[config.mk]
export PLATFORM = sky130hd
export DESIGN_NAME = dmfs_top
export DESIGN_NICKNAME = d
export VERILOG_FILES = /design/src/shared/dmfs_pkg.sv /design/src/verilog/dmfs_top.sv
export SDC_FILE = /design/constraint.sdc
export NUM_CORES = 1
export LEC_CHECK = 0
export BUFFER_PORTS_ARGS = -buffer_cell sky130_fd_sc_hd__buf_2
export CORE_ASPECT_RATIO = 1.5
export CORE_MARGIN = 2
export CORE_UTILIZATION = 40
export CTS_CLUSTER_DIAMETER = 100
export DETAILED_ROUTE_END_ITERATION = 8
export PLACE_DENSITY_LB_ADDON = 0.15
export SKIP_LAST_GASP = 1
export SYNTH_ARGS = -nofsm -noshare
export SYNTH_HDL_FRONTEND = slang
export SYNTH_SLANG_ARGS = --single-unit
[constraint.sdc]
create_clock -name mclk -period 7.6 [get_ports mclk]
set_clock_uncertainty 0.15 [all_clocks]
set_input_delay 0.38 -clock mclk [delete_from_list [all_inputs] [get_ports mclk]]
set_output_delay 0.38 -clock mclk [all_outputs]
set_load 0.02 [all_outputs]
[src/shared/dmfs_pkg.sv]
// Constants and types for the demultiplexer frame synchronizer
package dmfs_pkg;

  // ==========================================================
  // Register map (byte addresses)
  localparam logic [3:0] DMFS_OFS_CTRL = 4'h0;
  localparam logic [3:0] DMFS_OFS_STATUS = 4'h4;
  localparam logic [3:0] DMFS_OFS_ERRCNT = 4'h8;

  // ==========================================================
  // Field positions
  localparam int DMFS_CTRL_WLEN_LSB = 0;
  localparam int DMFS_ST_IN_FRAME = 0;
  localparam int DMFS_ST_LOF = 1;
  localparam int DMFS_ST_PSYNC_LSB = 2;
  localparam int DMFS_ST_CONF_LSB = 5;
  localparam int DMFS_ST_POS = 8;
  localparam int DMFS_ST_NEG = 9;
  localparam int DMFS_ERR_POS_LSB = 0;
  localparam int DMFS_ERR_NEG_LSB = 8;
  localparam int DMFS_ERR_NOACT_LSB = 16;

  // ==========================================================
  // Word length: n+1 bits, n from 15 to 31
  localparam logic [4:0] DMFS_WLEN_MIN = 5'h0F;
  localparam logic [4:0] DMFS_WLEN_RESET = 5'h1F;
  localparam int DMFS_DELAY_WORDS = 10;
  localparam int DMFS_STORE_BITS = 320;

  // ==========================================================
  // Minor frame timing
  localparam logic [5:0] DMFS_FRAME_WORDS = 6'h20;
  localparam logic [5:0] DMFS_ACQ_WORD = 6'h0B;
  localparam logic [5:0] DMFS_CHECK_FIRST = 6'h0C;
  localparam logic [5:0] DMFS_CHECK_LAST = 6'h17;
  localparam logic [5:0] DMFS_WORD_28 = 6'h1C;
  localparam logic [5:0] DMFS_WORD_29 = 6'h1D;

  // ==========================================================
  // Counter limits
  localparam logic [2:0] DMFS_CONF_LOAD = 3'h5;
  localparam logic [2:0] DMFS_CONF_UP_MAX = 3'h4;
  localparam logic [4:0] DMFS_ERR_LIMIT = 5'h08;
  localparam logic [4:0] DMFS_SERIAL_LIMIT = 5'h03;
  localparam logic [4:0] DMFS_ERR_SAT = 5'h1F;

  // ==========================================================
  // Stuff command codes, bit 22 is bit 0 of word 1
  localparam int DMFS_POS = 0;
  localparam int DMFS_NEG = 1;
  localparam int DMFS_NOACT = 2;
  localparam logic [22:0] DMFS_CODE_POS = 23'h4B5E27;
  localparam logic [22:0] DMFS_CODE_NEG = 23'h34A1D8;
  localparam logic [22:0] DMFS_CODE_NOACT = 23'h6C3391;

  typedef enum logic [1:0] {
    DMFS_ST_PARALLEL,
    DMFS_ST_SERIAL,
    DMFS_ST_FRAMED
  } dmfs_state_t;

endpackage

[src/verilog/dmfs_top.sv]
// Frame synchronizer and stuff command decoder for the demultiplexer
// ==========================================================
//
// The implementer's own choices: the register offsets and strobed register access.
module dmfs_top
  import dmfs_pkg::*;
(
  // Clock and reset
  input wire logic mclk,
  input wire logic rst_n,
  // Link from the remote multiplexer
  input wire logic line_timing,
  input wire logic serial_in_n,
  // Register port
  input wire logic [3:0] addr,
  input wire logic [31:0] wr_data,
  input wire logic wr_en,
  input wire logic rd_en,
  output logic [31:0] rd_data,
  // Frame status
  output logic in_frame,
  output logic loss_of_frame,
  output logic frame_sync_pulse_n,
  output logic word_28_strobe,
  output logic word_29_strobe,
  // Stuff command decode
  output logic pos_stuff_enable,
  output logic neg_stuff_enable,
  // Channel data
  output logic [3:0] chan_data_out
);

  // ==========================================================
  // Functions
  function automatic logic [8:0] tap_index(input logic [3:0] words, input logic [4:0] n);
    logic [5:0] primary;
    logic [5:0] odd_bit;
    logic [9:0] span;
    primary = n[0] ? 6'(n) + 6'h01 : 6'(n);
    odd_bit = n[0] ? 6'h00 : 6'h01;
    span = 10'(words) * 10'(primary + odd_bit);
    return 9'(span - 10'h001);
  endfunction

  function automatic logic code_bit(input logic [22:0] code, input logic [5:0] word);
    logic [4:0] idx;
    idx = 5'(6'h17 - word);
    return code[idx];
  endfunction

  function automatic logic [4:0] err_step(input logic [4:0] cnt, input logic miss);
    return (miss && cnt != DMFS_ERR_SAT) ? cnt + 5'h01 : cnt;
  endfunction

  // ==========================================================
  // Link input synchronizers
  logic [2:0] timing_sync;
  logic [2:0] data_sync;
  logic timing_level;
  logic data_level;
  wire timing_agree = timing_sync[1] == timing_sync[2];
  wire data_agree = data_sync[1] == data_sync[2];
  wire bit_tick = timing_agree && timing_sync[2] && !timing_level;

  always_ff @(posedge mclk) begin
    if (!rst_n) begin
      timing_sync <= 3'h0;
      data_sync <= 3'h7;
      timing_level <= 1'b0;
      data_level <= 1'b1;
    end else begin
      timing_sync <= {timing_sync[1:0], line_timing};
      data_sync <= {data_sync[1:0], serial_in_n};
      if (timing_agree) begin
        timing_level <= timing_sync[2];
      end
      if (data_agree) begin
        data_level <= data_sync[2];
      end
    end
  end

  // ==========================================================
  // Registers and state
  logic [4:0] word_n;
  logic [DMFS_STORE_BITS-1:0] word_delay_store;
  logic [4:0] bit_cnt;
  logic [5:0] word_cnt;
  dmfs_state_t state;
  logic [2:0] cmp_en;
  logic [2:0] psync;
  logic [4:0] err [3];
  logic [2:0] conf;

  // ==========================================================
  // Decoding
  wire live_bit_n = data_level;
  wire live = !live_bit_n;
  wire is_bit0 = bit_cnt == 5'h00;
  wire word_end = bit_cnt == word_n;
  wire w28 = bit_tick && is_bit0 && word_cnt == DMFS_WORD_28;
  wire w29 = bit_tick && is_bit0 && word_cnt == DMFS_WORD_29;
  wire in_check_words = word_cnt >= DMFS_CHECK_FIRST && word_cnt <= DMFS_CHECK_LAST;
  wire in_maint_words = word_cnt >= 6'h01 && word_cnt <= DMFS_CHECK_LAST;
  wire parallel_sync_enable = |psync;
  wire pos_code_enable = psync[DMFS_POS];
  wire neg_code_enable = psync[DMFS_NEG];
  wire noact_code_enable = psync[DMFS_NOACT];
  wire [2:0] serial_sel = {noact_code_enable, neg_code_enable, pos_code_enable};

  // Eleven samples: index 0 live, index d delayed d words
  logic [10:0] sample;
  assign sample[0] = live;
  for (genvar g = 1; g <= DMFS_DELAY_WORDS; g++) begin : g_tap
    assign sample[g] = word_delay_store[tap_index(4'(g), word_n)];
  end

  wire [2:0] match = {
    sample == DMFS_CODE_NOACT[22:12],
    sample == DMFS_CODE_NEG[22:12],
    sample == DMFS_CODE_POS[22:12]
  };

  wire search_on = state == DMFS_ST_PARALLEL && !in_frame && !parallel_sync_enable;
  wire acquire = bit_tick && search_on && |match;

  wire [2:0] miss = {
    live != code_bit(DMFS_CODE_NOACT, word_cnt),
    live != code_bit(DMFS_CODE_NEG, word_cnt),
    live != code_bit(DMFS_CODE_POS, word_cnt)
  };
  wire check_serial = state == DMFS_ST_SERIAL && in_check_words;
  wire check_maint = state == DMFS_ST_FRAMED && in_maint_words;
  wire count_err = bit_tick && is_bit0 && (check_serial || check_maint);

  wire [2:0] err_low = {
    err[DMFS_NOACT] < DMFS_ERR_LIMIT,
    err[DMFS_NEG] < DMFS_ERR_LIMIT,
    err[DMFS_POS] < DMFS_ERR_LIMIT
  };
  wire count_up = |err_low;
  wire count_down = &(~err_low);
  wire do_up = count_up && conf >= 3'h1 && conf <= DMFS_CONF_UP_MAX;
  wire do_down = count_down && conf >= 3'h1 && conf <= DMFS_CONF_LOAD;
  wire [2:0] next_conf = do_up ? conf + 3'h1 : (do_down ? conf - 3'h1 : conf);

  wire [4:0] sel_err = serial_sel[DMFS_POS] ? err[DMFS_POS]
                     : (serial_sel[DMFS_NEG] ? err[DMFS_NEG] : err[DMFS_NOACT]);
  // Masked during the sync pulse, while counts left from a failed try are cleared
  wire error_reset = state == DMFS_ST_SERIAL && frame_sync_pulse_n
                   && sel_err >= DMFS_SERIAL_LIMIT;

  wire [5:0] next_word = word_cnt == DMFS_FRAME_WORDS ? 6'h01 : word_cnt + 6'h01;
  wire [4:0] wr_wlen = wr_data[DMFS_CTRL_WLEN_LSB +: 5];
  wire [4:0] next_word_n = wr_wlen < DMFS_WLEN_MIN ? DMFS_WLEN_MIN : wr_wlen;

  // ==========================================================
  // Control register
  always_ff @(posedge mclk) begin
    if (!rst_n) begin
      word_n <= DMFS_WLEN_RESET;
    end else if (wr_en && addr == DMFS_OFS_CTRL) begin
      word_n <= next_word_n;
    end
  end

  // ==========================================================
  // Delay store and word timing
  always_ff @(posedge mclk) begin
    if (!rst_n) begin
      word_delay_store <= '0;
      bit_cnt <= 5'h00;
      word_cnt <= 6'h01;
    end else if (bit_tick) begin
      word_delay_store <= {word_delay_store[DMFS_STORE_BITS-2:0], live};
      if (acquire) begin
        bit_cnt <= 5'h01;
        word_cnt <= DMFS_ACQ_WORD;
      end else if (word_end) begin
        bit_cnt <= 5'h00;
        word_cnt <= next_word;
      end else begin
        bit_cnt <= bit_cnt + 5'h01;
      end
    end
  end

  // ==========================================================
  // Acquisition latches and sync pulse
  always_ff @(posedge mclk) begin
    if (!rst_n) begin
      cmp_en <= 3'h0;
      psync <= 3'h0;
      frame_sync_pulse_n <= 1'b1;
    end else begin
      cmp_en <= acquire ? match : 3'h0;
      frame_sync_pulse_n <= !(|cmp_en);
      if (|cmp_en) begin
        psync <= cmp_en;
      end else if (error_reset || w28 || state != DMFS_ST_SERIAL) begin
        psync <= 3'h0;
      end
    end
  end

  // ==========================================================
  // Sync state and confidence counter
  always_ff @(posedge mclk) begin
    if (!rst_n) begin
      state <= DMFS_ST_PARALLEL;
      in_frame <= 1'b0;
      loss_of_frame <= 1'b0;
      conf <= 3'h0;
    end else begin
      case (state)
        DMFS_ST_PARALLEL: begin
          if (|cmp_en) begin
            state <= DMFS_ST_SERIAL;
          end
        end
        DMFS_ST_SERIAL: begin
          if (error_reset) begin
            state <= DMFS_ST_PARALLEL;
          end else if (w28) begin
            state <= DMFS_ST_FRAMED;
            in_frame <= 1'b1;
            loss_of_frame <= 1'b0;
            conf <= DMFS_CONF_LOAD;
          end
        end
        DMFS_ST_FRAMED: begin
          if (w28) begin
            conf <= next_conf;
            if (next_conf == 3'h0) begin
              state <= DMFS_ST_PARALLEL;
              in_frame <= 1'b0;
              loss_of_frame <= 1'b1;
            end
          end
        end
        default: begin
          state <= DMFS_ST_PARALLEL;
        end
      endcase
    end
  end

  // ==========================================================
  // Bit error counters
  always_ff @(posedge mclk) begin
    if (!rst_n) begin
      for (int c = 0; c < 3; c++) begin
        err[c] <= 5'h00;
      end
    end else if (!frame_sync_pulse_n || w29) begin
      for (int c = 0; c < 3; c++) begin
        err[c] <= 5'h00;
      end
    end else if (count_err) begin
      for (int c = 0; c < 3; c++) begin
        err[c] <= err_step(err[c], miss[c]);
      end
    end
  end

  // ==========================================================
  // Stuff decode, strobes and channel data
  always_ff @(posedge mclk) begin
    if (!rst_n) begin
      pos_stuff_enable <= 1'b0;
      neg_stuff_enable <= 1'b0;
      word_28_strobe <= 1'b0;
      word_29_strobe <= 1'b0;
      chan_data_out <= 4'h0;
    end else begin
      word_28_strobe <= w28;
      word_29_strobe <= w29;
      if (w28) begin
        pos_stuff_enable <= in_frame && err_low[DMFS_POS];
        neg_stuff_enable <= in_frame && err_low[DMFS_NEG];
      end else if (w29) begin
        pos_stuff_enable <= 1'b0;
        neg_stuff_enable <= 1'b0;
      end
      if (!in_frame) begin
        chan_data_out <= 4'h0;
      end else if (bit_tick) begin
        chan_data_out <= {4{live}};
      end
    end
  end

  // ==========================================================
  // Register read
  logic [31:0] status_word;
  logic [31:0] err_word;
  always_comb begin
    status_word = 32'h0;
    status_word[DMFS_ST_IN_FRAME] = in_frame;
    status_word[DMFS_ST_LOF] = loss_of_frame;
    status_word[DMFS_ST_PSYNC_LSB +: 3] = psync;
    status_word[DMFS_ST_CONF_LSB +: 3] = conf;
    status_word[DMFS_ST_POS] = pos_stuff_enable;
    status_word[DMFS_ST_NEG] = neg_stuff_enable;
    err_word = 32'h0;
    err_word[DMFS_ERR_POS_LSB +: 5] = err[DMFS_POS];
    err_word[DMFS_ERR_NEG_LSB +: 5] = err[DMFS_NEG];
    err_word[DMFS_ERR_NOACT_LSB +: 5] = err[DMFS_NOACT];
  end

  wire [31:0] read_mux = addr == DMFS_OFS_CTRL ? {27'h0, word_n}
                       : addr == DMFS_OFS_STATUS ? status_word
                       : addr == DMFS_OFS_ERRCNT ? err_word : 32'h0;

  always_ff @(posedge mclk) begin
    if (!rst_n) begin
      rd_data <= 32'h0;
    end else begin
      rd_data <= rd_en ? read_mux : 32'h0;
    end
  end
endmodule

Yosys cells after proc, flatten, opt, wreduce, memory -nomap -nowiden. Memories as Yosys holds them, arrays and structs flattened. Index checks and enable logic that the tools add are counted.

Bits in registers: 381. Bits in writable memories: 15. ROM bits: 96. Memories: 4.

Reduce and logical (&&, ||, !) cells: 58. $add $sub $neg: 20. Muxes and demuxes: 80. $lt $le $gt $ge: 22. Equality and inequality tests: 26. Multipliers: 6. Bitwise logic cells: 10.

Memories: (name not given) (depth 32, width 1, read ports 1, clocked after memory_dff 0, write ports 0, RTL line dmfs_top.sv:48) `return code[idx];`; (name not given) (depth 32, width 1, read ports 1, clocked after memory_dff 0, write ports 0, RTL line dmfs_top.sv:48); (name not given) (depth 32, width 1, read ports 1, clocked after memory_dff 0, write ports 0, RTL line dmfs_top.sv:48); err (depth 3, width 5, read ports 3, clocked after memory_dff 0, write ports 3, RTL line dmfs_top.sv:92) `logic [4:0] err [3];`.

Operators by type and width (number): 9-bit by 10-bit less-than comparator with 1-bit output, second input constant (10); 1-bit binary-select mux with 9-bit select (10); 5-bit 2-to-1 mux (15); 9-bit by 1-bit subtractor with 9-bit output, second input constant (8); 1-bit 2-to-1 mux (33); 1-bit logical AND (26); 6-bit 2-to-1 mux (4); 11-bit equality test, second input constant (2); 3-bit 2-to-1 mux (7); 5-bit by 1-bit adder with 5-bit output, second input constant (4); 5-bit by 4-bit less-than comparator with 1-bit output, second input constant (4); 10-bit 2-to-1 mux (2); 3-bit by 7-bit multiplier with 9-bit output, first input constant (2); 5-bit inequality test, second input constant (3); 3-bit OR reduction (5); 6-bit by 5-bit equality test with 1-bit output, second input constant (2); 11-bit by 10-bit equality test with 1-bit output, second input constant (1); 2-bit 2-to-1 mux (5); 2-bit by 7-bit multiplier with 9-bit output, first input constant (1); 4-bit by 7-bit multiplier with 9-bit output, first input constant (1); 8-bit by 1-bit subtractor with 9-bit output, second input constant (1); 2-bit by 7-bit multiplier with 8-bit output, first input constant (1); 3-bit by 7-bit multiplier with 8-bit output, first input constant (1); 2-bit AND reduction (4); 42 further kinds (70).

Longest topological paths before layout. Gate-level depths: netlist of run 1.

Word-level depth: 12. Mapped depth: 35. Depth with buffers taken out: 21.

Worst setup path before layout of run 1. OpenSTA, ideal clock, no wires.

Path kind: register to register. From: register word_n[0]. To: register word_cnt[1]. Setup time: 0.060 ns. Buffers on the path: 17. Cell stages (with the launch flop): 34. Slack: -0.275 ns. Data arrival time: 7.665 ns. Clock period less this slack: 7.875 ns. Required time: 7.390 ns. Cell sequence: dfxtp_1 > buf_4 > inv_2 > buf_2 > buf_1 > clkbuf_1 > buf_2 > ha_1 > buf_6 > buf_8 > buf_6 > buf_6 > buf_4 > buf_6 > inv_1 > buf_2 > buf_2 > xnor2_1 > fa_1 > buf_2 > buf_2 > clkbuf_1 > mux4_2 > a211oi_1 > a211oi_1 > a21o_1 > a211o_1 > a32o_1 > or3_1 > a21o_1 > a21o_1 > buf_6 > a21oi_4 > o221a_1.

Word-level cells in the longest chain between the ends: 12.

RTL lines: start: declaration (RTL line dmfs_top.sv:85) `logic [4:0] word_n;`; start signal: assignment (RTL line dmfs_top.sv:163) `word_n <= next_word_n;`; 5-bit by 1-bit adder with 6-bit output (RTL line dmfs_top.sv:39) `primary = n[0] ? 6'(n) + 6'h01 : 6'(n);`; 6-bit 2-to-1 mux (RTL line dmfs_top.sv:39); 6-bit by 1-bit adder with 7-bit output (RTL line dmfs_top.sv:41) `span = 10'(words) * 10'(primary + odd_bit);`; 2-bit by 7-bit multiplier with 9-bit output (tied with other cells) (RTL line dmfs_top.sv:41); 9-bit by 1-bit subtractor with 9-bit output (RTL line dmfs_top.sv:42) `return 9'(span - 10'h001);`; 1-bit binary-select mux with 9-bit select (RTL line dmfs_top.sv:115) `assign sample[g] = word_delay_store[tap_index(4'(g), word_n)];`; 1-bit 2-to-1 mux (implied by the code) (RTL line dmfs_top.sv:115); 11-bit equality test (tied with other cells) (RTL line dmfs_top.sv:121) `sample == DMFS_CODE_POS[22:12]`; 3-bit OR reduction (RTL line dmfs_top.sv:125) `wire acquire = bit_tick && search_on && |match;`; 1-bit logical AND (RTL line dmfs_top.sv:125); 2-bit nonzero test (no line); 2-bit AND reduction (no line); end signal: assignment (RTL line dmfs_top.sv:181) `word_cnt <= next_word;`; end: declaration (RTL line dmfs_top.sv:88) `logic [5:0] word_cnt;`.

Parallel ways exist; a longest one is shown, timed or not. The select of a mux whose other input is x is not followed. A chain may end at the register's enable or synchronous reset.

Worst setup path in the final report of run 1. Ends and elaborated chain as after synthesis.

==> flow_summary.yaml, run 1 <==
outcome:
  status: "finished clean"
setup_path:
  cp.arrival_ns: 7.49
  required_ns: 8.00
  path_cells: "ha_1, nand4_1, xnor2_1, inv_1, fa_1, inv_1, ha_1, o21ai_0, or2_2, nand2_1, nor3_1, a2111oi_1, nor4_1, nor4b_1, nand2b_1, or4_4, or3_1, a21o_1, a21oi_4, o221a_1"
  slowest_stage: "a2111oi_1"
  crit_fanout: 10
  end_kind: "flop"
  slowest_delay_ns: 0.84
  r2r_slack_ns: 0.51
  crit_type: "flop to flop"
  crit_path_start_kind: "flop"
yosys:
  synthArstFlopShare_pct: 0
  syn_inst: 3255
  yosys.cell_types.count: 92
  ys.flop_type: "dfxtp_1"
  synth_area_leaders: "mux4_2 (26%), dfxtp_1 (25%), nand2_1 (9.7%), a21oi_1 (6.7%), mux2i_1 (5.4%)"
  yosys_warnings: 0
  yosysMostFrequentCell: "nand2_1"
  syn_area_per_cell_um2: 9.35
  synth_area_leader_cell: "mux4_2"
  synth_common_cells: "nand2_1 (785), a21oi_1 (405), dfxtp_1 (381), mux4_2 (346), mux2i_1 (164)"
  synth.ff_latch_count: 396
  synth_edf_count: 15
  netlist.area_leader.share_pct: 25.6
  ys_seq_area_share_pct: 26.6
  synth_area_um2: 30400
clock_tree:
  root_buffer: "clkbuf_16"
  path_clk_slew_ns: 0.06
  cts_tree: "built"
  clk_latency_ns: 0.62
  cts_sinks: 396
  cts_buffers: 44
  htree_levels: 2
  post_cts_buffers: 0
  clockBufferDepth: 3
detailed_routing:
  final_antenna_net_count: 0
  dr.pass1.iters: 8
  num_vias: 25900
  routed_wirelength_um: 102000
  drt_iter0_markers: 2037
  drc: 0
  wl_per_cell_um: 24.5
  via_per_inst: 6.19
grt:
  grt_first_pass_wirelength_um: 156000
  gr-total-overflow: 0
  grt_start_max_net_pins: 208
  antenna_found_initial: 0
  track_usage_pct: 25.7
  grt_pass1_vias: 25000
timing:
  period_share_pct: 93.3
  fmax_mhz: 141
  setup_viol: 0
  hold_viol: 0
  final_max_slew_viol_count: 0
  period_needed_ns: 7.09
  setup-tns-final_ns: 0
  rsz0062_at_grt: "false"
  slew_headroom_pct: 9.93
  whs_ns: 0.0303
  worst_slew_pin_slew_ns: 1.35
finish:
  syn_to_final_growth_pct: 7.68
  final_nets: 3275
  nFillCells: 7247
  drive_above_1_share_pct: 19.7
  antennaDiodeCount: 0
die:
  die_area_um2: 78300
  initial_core_util_pct: 40.5
  num_rows: 123
  io_pins: 85
  core_um2: 75100
  fp.dieW_um: 229
  die_h_um: 342
power:
  p_per_area_nw_per_um2: 153
  ir_drop_mv: 0.128
  p_leak_nw: 11.0
placement:
  portBuffers: 43
  hpwlAfterDp_um: 72700
  finalWeightedCongestion: 0.915
run:
  max-cap-violations: 0
hold_path:
  hold_path.class: "input pin to flop"
==> power by group <==
group	switching, mW	total [mW]	internal (mW)
registers	0.00649	2.10	2.09
logic	0.468	0.713	0.244
clock network	0.948	2.21	1.26
==> critical path: cells and delay by family (launching register included) <==
kind	cells	cell delay, ns
simple gates	9	2.88
compound gates	5	1.88
fa+ha+maj	3	1.27
flops	1	0.42
xor+xnor	1	0.26
buf+inv	2	0.14
==> layer usage <==
metal | routed length [µm] | share of wire [%] | vias up | GRT usage, %
li1 | - | - | 11800 | -
met2 | 53000 | 52 | 937 | 46.4
met5 | 0 | 0 | - | 0
met3 | 5570 | 5.4 | 258 | 3.76
met4 | 5920 | 5.8 | 0 | 13.9
met1 | 37900 | 37 | 12900 | 29.3
==> layout make-up <==
type	instances	area (µm²)	area share, %
multi-input combinational	2533	20900	63.7
sequential	396	8090	24.7
inverter	59	231	0.707
clock buffer	59	1250	3.81
tap	1000	1250	3.82
timing repair buffer	117	878	2.68
clock inverter	20	204	0.623
==> logic make-up after synthesis <==
family,count (synthesis),share of synthesized area (%)
other,1,0.0123
DFF,396,26.6
AOI/OAI and AO/OA,664,12.8
buffers and inverters,339,5.43
xor gates and xnor gates,67,2.09
muxes,569,33.5
and+or+nand+nor,1137,16.0
adders and majority gates,82,3.62
==> cell usage in the layout (no fill, tap or decap), types with 36 or more instances in the layout <==
master | netlist | final
a21oi_1 | 405 | 404
buf_2 | 53 | 43
buf_4 | 45 | 59
clkbuf_16 | 0 | 45
dfxtp_1 | 381 | 379
ha_1 | 72 | 70
inv_1 | 56 | 56
mux2_2 | 53 | 53
mux2i_1 | 164 | 164
mux4_2 | 346 | 346
nand2_1 | 785 | 785
nor2_1 | 105 | 105
nor3_1 | 37 | 36
o21ai_0 | 63 | 63
==> what timing repair did <==
| action | 4_1_cts | 5_1_grt |
|---|---|---|
| hold buffers | 8 | 0 |
| endpoints found under the setup margin | 0 | 8 |
| endpoints found under the hold margin | 11 | 0 |
| resized for setup | 0 | 1 |
==> path summary, 6_finish.rpt <==
path	startpoint	to	cells past startpoint
worst max-delay path	word_n[0]	word_cnt[1]	20
worst min-delay path	wr_en	word_n[4]	4
worst max register to register	word_n[0]	word_cnt[1]	20
worst min register to register	data_sync[0]	data_sync[1]	1
==> through the flow <==
step	worst slack (ns)	area, µm²	power, mW	util, %	std cells
after floorplan	0.00188	30500	2.60	-	3268
after global placement	0.274	31200	2.84	41.6	4097
after detailed placement	0.280	31200	2.84	41.6	4097
after CTS	0.230	32800	5.06	43.6	4184
after global routing	0.139	32800	5.18	43.6	4184
final	0.512	32800	5.02	43.6	4184
==> flip-flops by register name, summed over array words and instances (netlist names), 5 cells and up <==
name              flops
rd_data              18
word_n                5
bit_cnt               5
err                  15
word_cnt              6
word_delay_store    320
No activity file was read; power rests on OpenSTA's default activity.
==> inputs of run 2 (changes only) <==
--- a/config.mk
+++ b/config.mk
@@ -9,6 +9,7 @@
 export CORE_ASPECT_RATIO = 1.5
 export CORE_MARGIN = 2
 export CORE_UTILIZATION = 40
+export CTS_BUF_LIST = sky130_fd_sc_hd__clkbuf_8
 export CTS_CLUSTER_DIAMETER = 100
 export DETAILED_ROUTE_END_ITERATION = 8
 export PLACE_DENSITY_LB_ADDON = 0.15
==> run 2 against run 1 <==
First-iteration DRC count rose by 2.0%. Register-to-register slack barely moved. Critical endpoint unchanged. Worst setup slack got worse by 0.0016 ns. Wire length rose by 0.59%.
==> flow_summary.yaml, run 2 (synthesis results as in run 1) <==
placement:
  placedCellCount: 4097
  portBuffers: 43
  hpwlAfterDp_um: 72700
  finalWeightedCongestion: 0.915
  dp_slack_ns: 0.280
  placed_cell_area_um2: 31200
power:
  ir_drop_mv: 0.108
  p_switching_mw: 1.42
  power_frac_seq_pct: 41.8
  internal-power_mw: 3.60
  p_per_area_nw_per_um2: 152
  switching_share_pct: 28.3
  pwr-share-clk_pct: 43.8
  p_leak_nw: 11.3
  combPwrFrac_pct: 14.3
timing:
  fmax_mhz: 141
  period_needed_ns: 7.09
  worst_slack_ns: 0.511
  period_share_pct: 93.3
  worst_slew_pin_slew_ns: 1.30
  hold_viol: 0
  final_max_slew_viol_count: 0
  setup_viol: 0
  setup-tns-final_ns: 0
  rsz0062_at_grt: "false"
  slew_headroom_pct: 12.8
detailed_routing:
  final_antenna_net_count: 0
  drc: 0
  drt_iter0_markers: 2078
  wl_per_cell_um: 24.3
  routed_wirelength_um: 103000
  dr.pass1.iters: 6
  via_per_inst: 6.17
  num_vias: 26200
clock_tree:
  cts_tree: "built"
  path_clk_slew_ns: 0.06
  clk_latency_ns: 0.69
  cts_buffers: 69
  clockBufferDepth: 3
  htree_levels: 3
  cts_sinks: 396
  root_buffer: "clkbuf_8"
finish:
  largestRegisters: "word_delay_store: 320 flops, rd_data: 18 flops, err: 15 flops"
  nFillCells: 7279
  largest_register: "word_delay_store"
  drive_above_1_share_pct: 20.2
  final_cells: 4241
  syn_to_final_growth_pct: 8.41
  largest_reg_flops: 320
  final_common_cell: "nand2_1"
  final_nets: 3316
  final_area_um2: 33000
  final_cell_mix: "nand2_1 (785), a21oi_1 (404), dfxtp_1 (379)"
grt:
  gr-total-overflow: 0
  track_usage_pct: 25.9
  grt_first_pass_wirelength_um: 157000
  antenna_found_initial: 3
  grt_pass1_vias: 25200
  grt_start_max_net_pins: 208
setup_path:
  crit_type: "flop to flop"
  required_ns: 8.08
  end_kind: "flop"
  crit_fanout: 10
  cp.arrival_ns: 7.57
  crit_path_start_kind: "flop"
die:
  die_area_um2: 78300
  core_um2: 75100
  die_h_um: 342
  io_pins: 85
  initial_core_util_pct: 40.5
  num_rows: 123
  fp.dieW_um: 229
outcome:
  status: "finished clean"
hold_path:
  hold_path.class: "input pin to flop"
run:
  max-cap-violations: 0
-- run 2: cell types whose count changed in the layout (fill, tap and decap cells not counted), moves of 4 or more --
| cell | before | now |
|---|---|---|
| clkbuf_8 | 7 | 86 |
| clkbuf_16 | 45 | 0 |
| inv_1 | 56 | 73 |
| dlygate4sd3_1 | 8 | 24 |
| clkbuf_1 | 7 | 0 |
| clkinvlp_4 | 7 | 0 |
| bufinv_16 | 3 | 7 |
-- run 2: area by class of cell --
class / instances / area, µm² / share of cell area, %
clock buffer: 86 / 1180 / 3.59
timing repair buffer: 133 / 1040 / 3.15
sequential: 396 / 8090 / 24.5
inverter: 59 / 231 / 0.702
tap: 1000 / 1250 / 3.79
multi-input combinational: 2533 / 20900 / 63.2
antenna: 2 / 5.00 / 0.0152
clock inverter: 32 / 325 / 0.986
-- run 2: per-layer routing --
metal / share of wire, % / GRT usage, % / wire, µm
met3: 5.9 / 3.97 / 6060
met4: 5.7 / 14.1 / 5830
met2: 52 / 46.7 / 53200
met5: 0.026 / 0 / 27
met1: 37 / 29.4 / 37900
-- run 2: stage by stage --
step                      hold slack [ns]  util [%]  total power, mW
after floorplan                     0.236         -             2.60
after global placement              0.250      41.6             2.84
after detailed placement            0.243      41.6             2.84
after CTS                         0.00295      43.9             5.06
after global routing               0.0458      43.9             5.19
final                              0.0284      43.9             5.02
-- run 2: path summary, 6_finish.rpt --
kind | start | endpoint | slack [ns] | cells past startpoint
max | word_n[0] | word_cnt[1] | 0.51 | 20
min | addr[1] | rd_data[9] | 0.03 | 3
max reg2reg | word_n[0] | word_cnt[1] | 0.51 | 20
min reg2reg | data_sync[0] | data_sync[1] | 0.25 | 1
-- run 2: critical path, cell delays in order, from the launching register on --
cell and delay, ns:
dfxtp_4 0.42, ha_1 0.36, nand4_1 0.21, xnor2_1 0.26
inv_1 0.10, fa_1 0.54, inv_1 0.04, ha_1 0.37
o21ai_0 0.18, or2_2 0.35, nand2_1 0.56, nor3_1 0.10
a2111oi_1 0.86, nor4_1 0.11, nor4b_1 0.55, nand2b_1 0.13
or4_4 0.46, or3_1 0.41, a21o_1 0.34, a21oi_4 0.29
o221a_1 0.21
-- run 2: what timing repair did --
item                       CTS  global route
hold buffers                24             0
hold endpoints to repair    18             0
resized for setup            0             1
setup endpoints to repair    0             9
buffers inserted             0             0
-- run 2: power groups by stage --
stage	combinational (mW)	sequential, mW	clock [mW]
global route	0.752	2.10	2.34
global placement	0.691	2.14	0
CTS	0.706	2.10	2.26
detailed placement	0.695	2.14	0
finish	0.718	2.10	2.20
floorplan	0.455	2.14	0
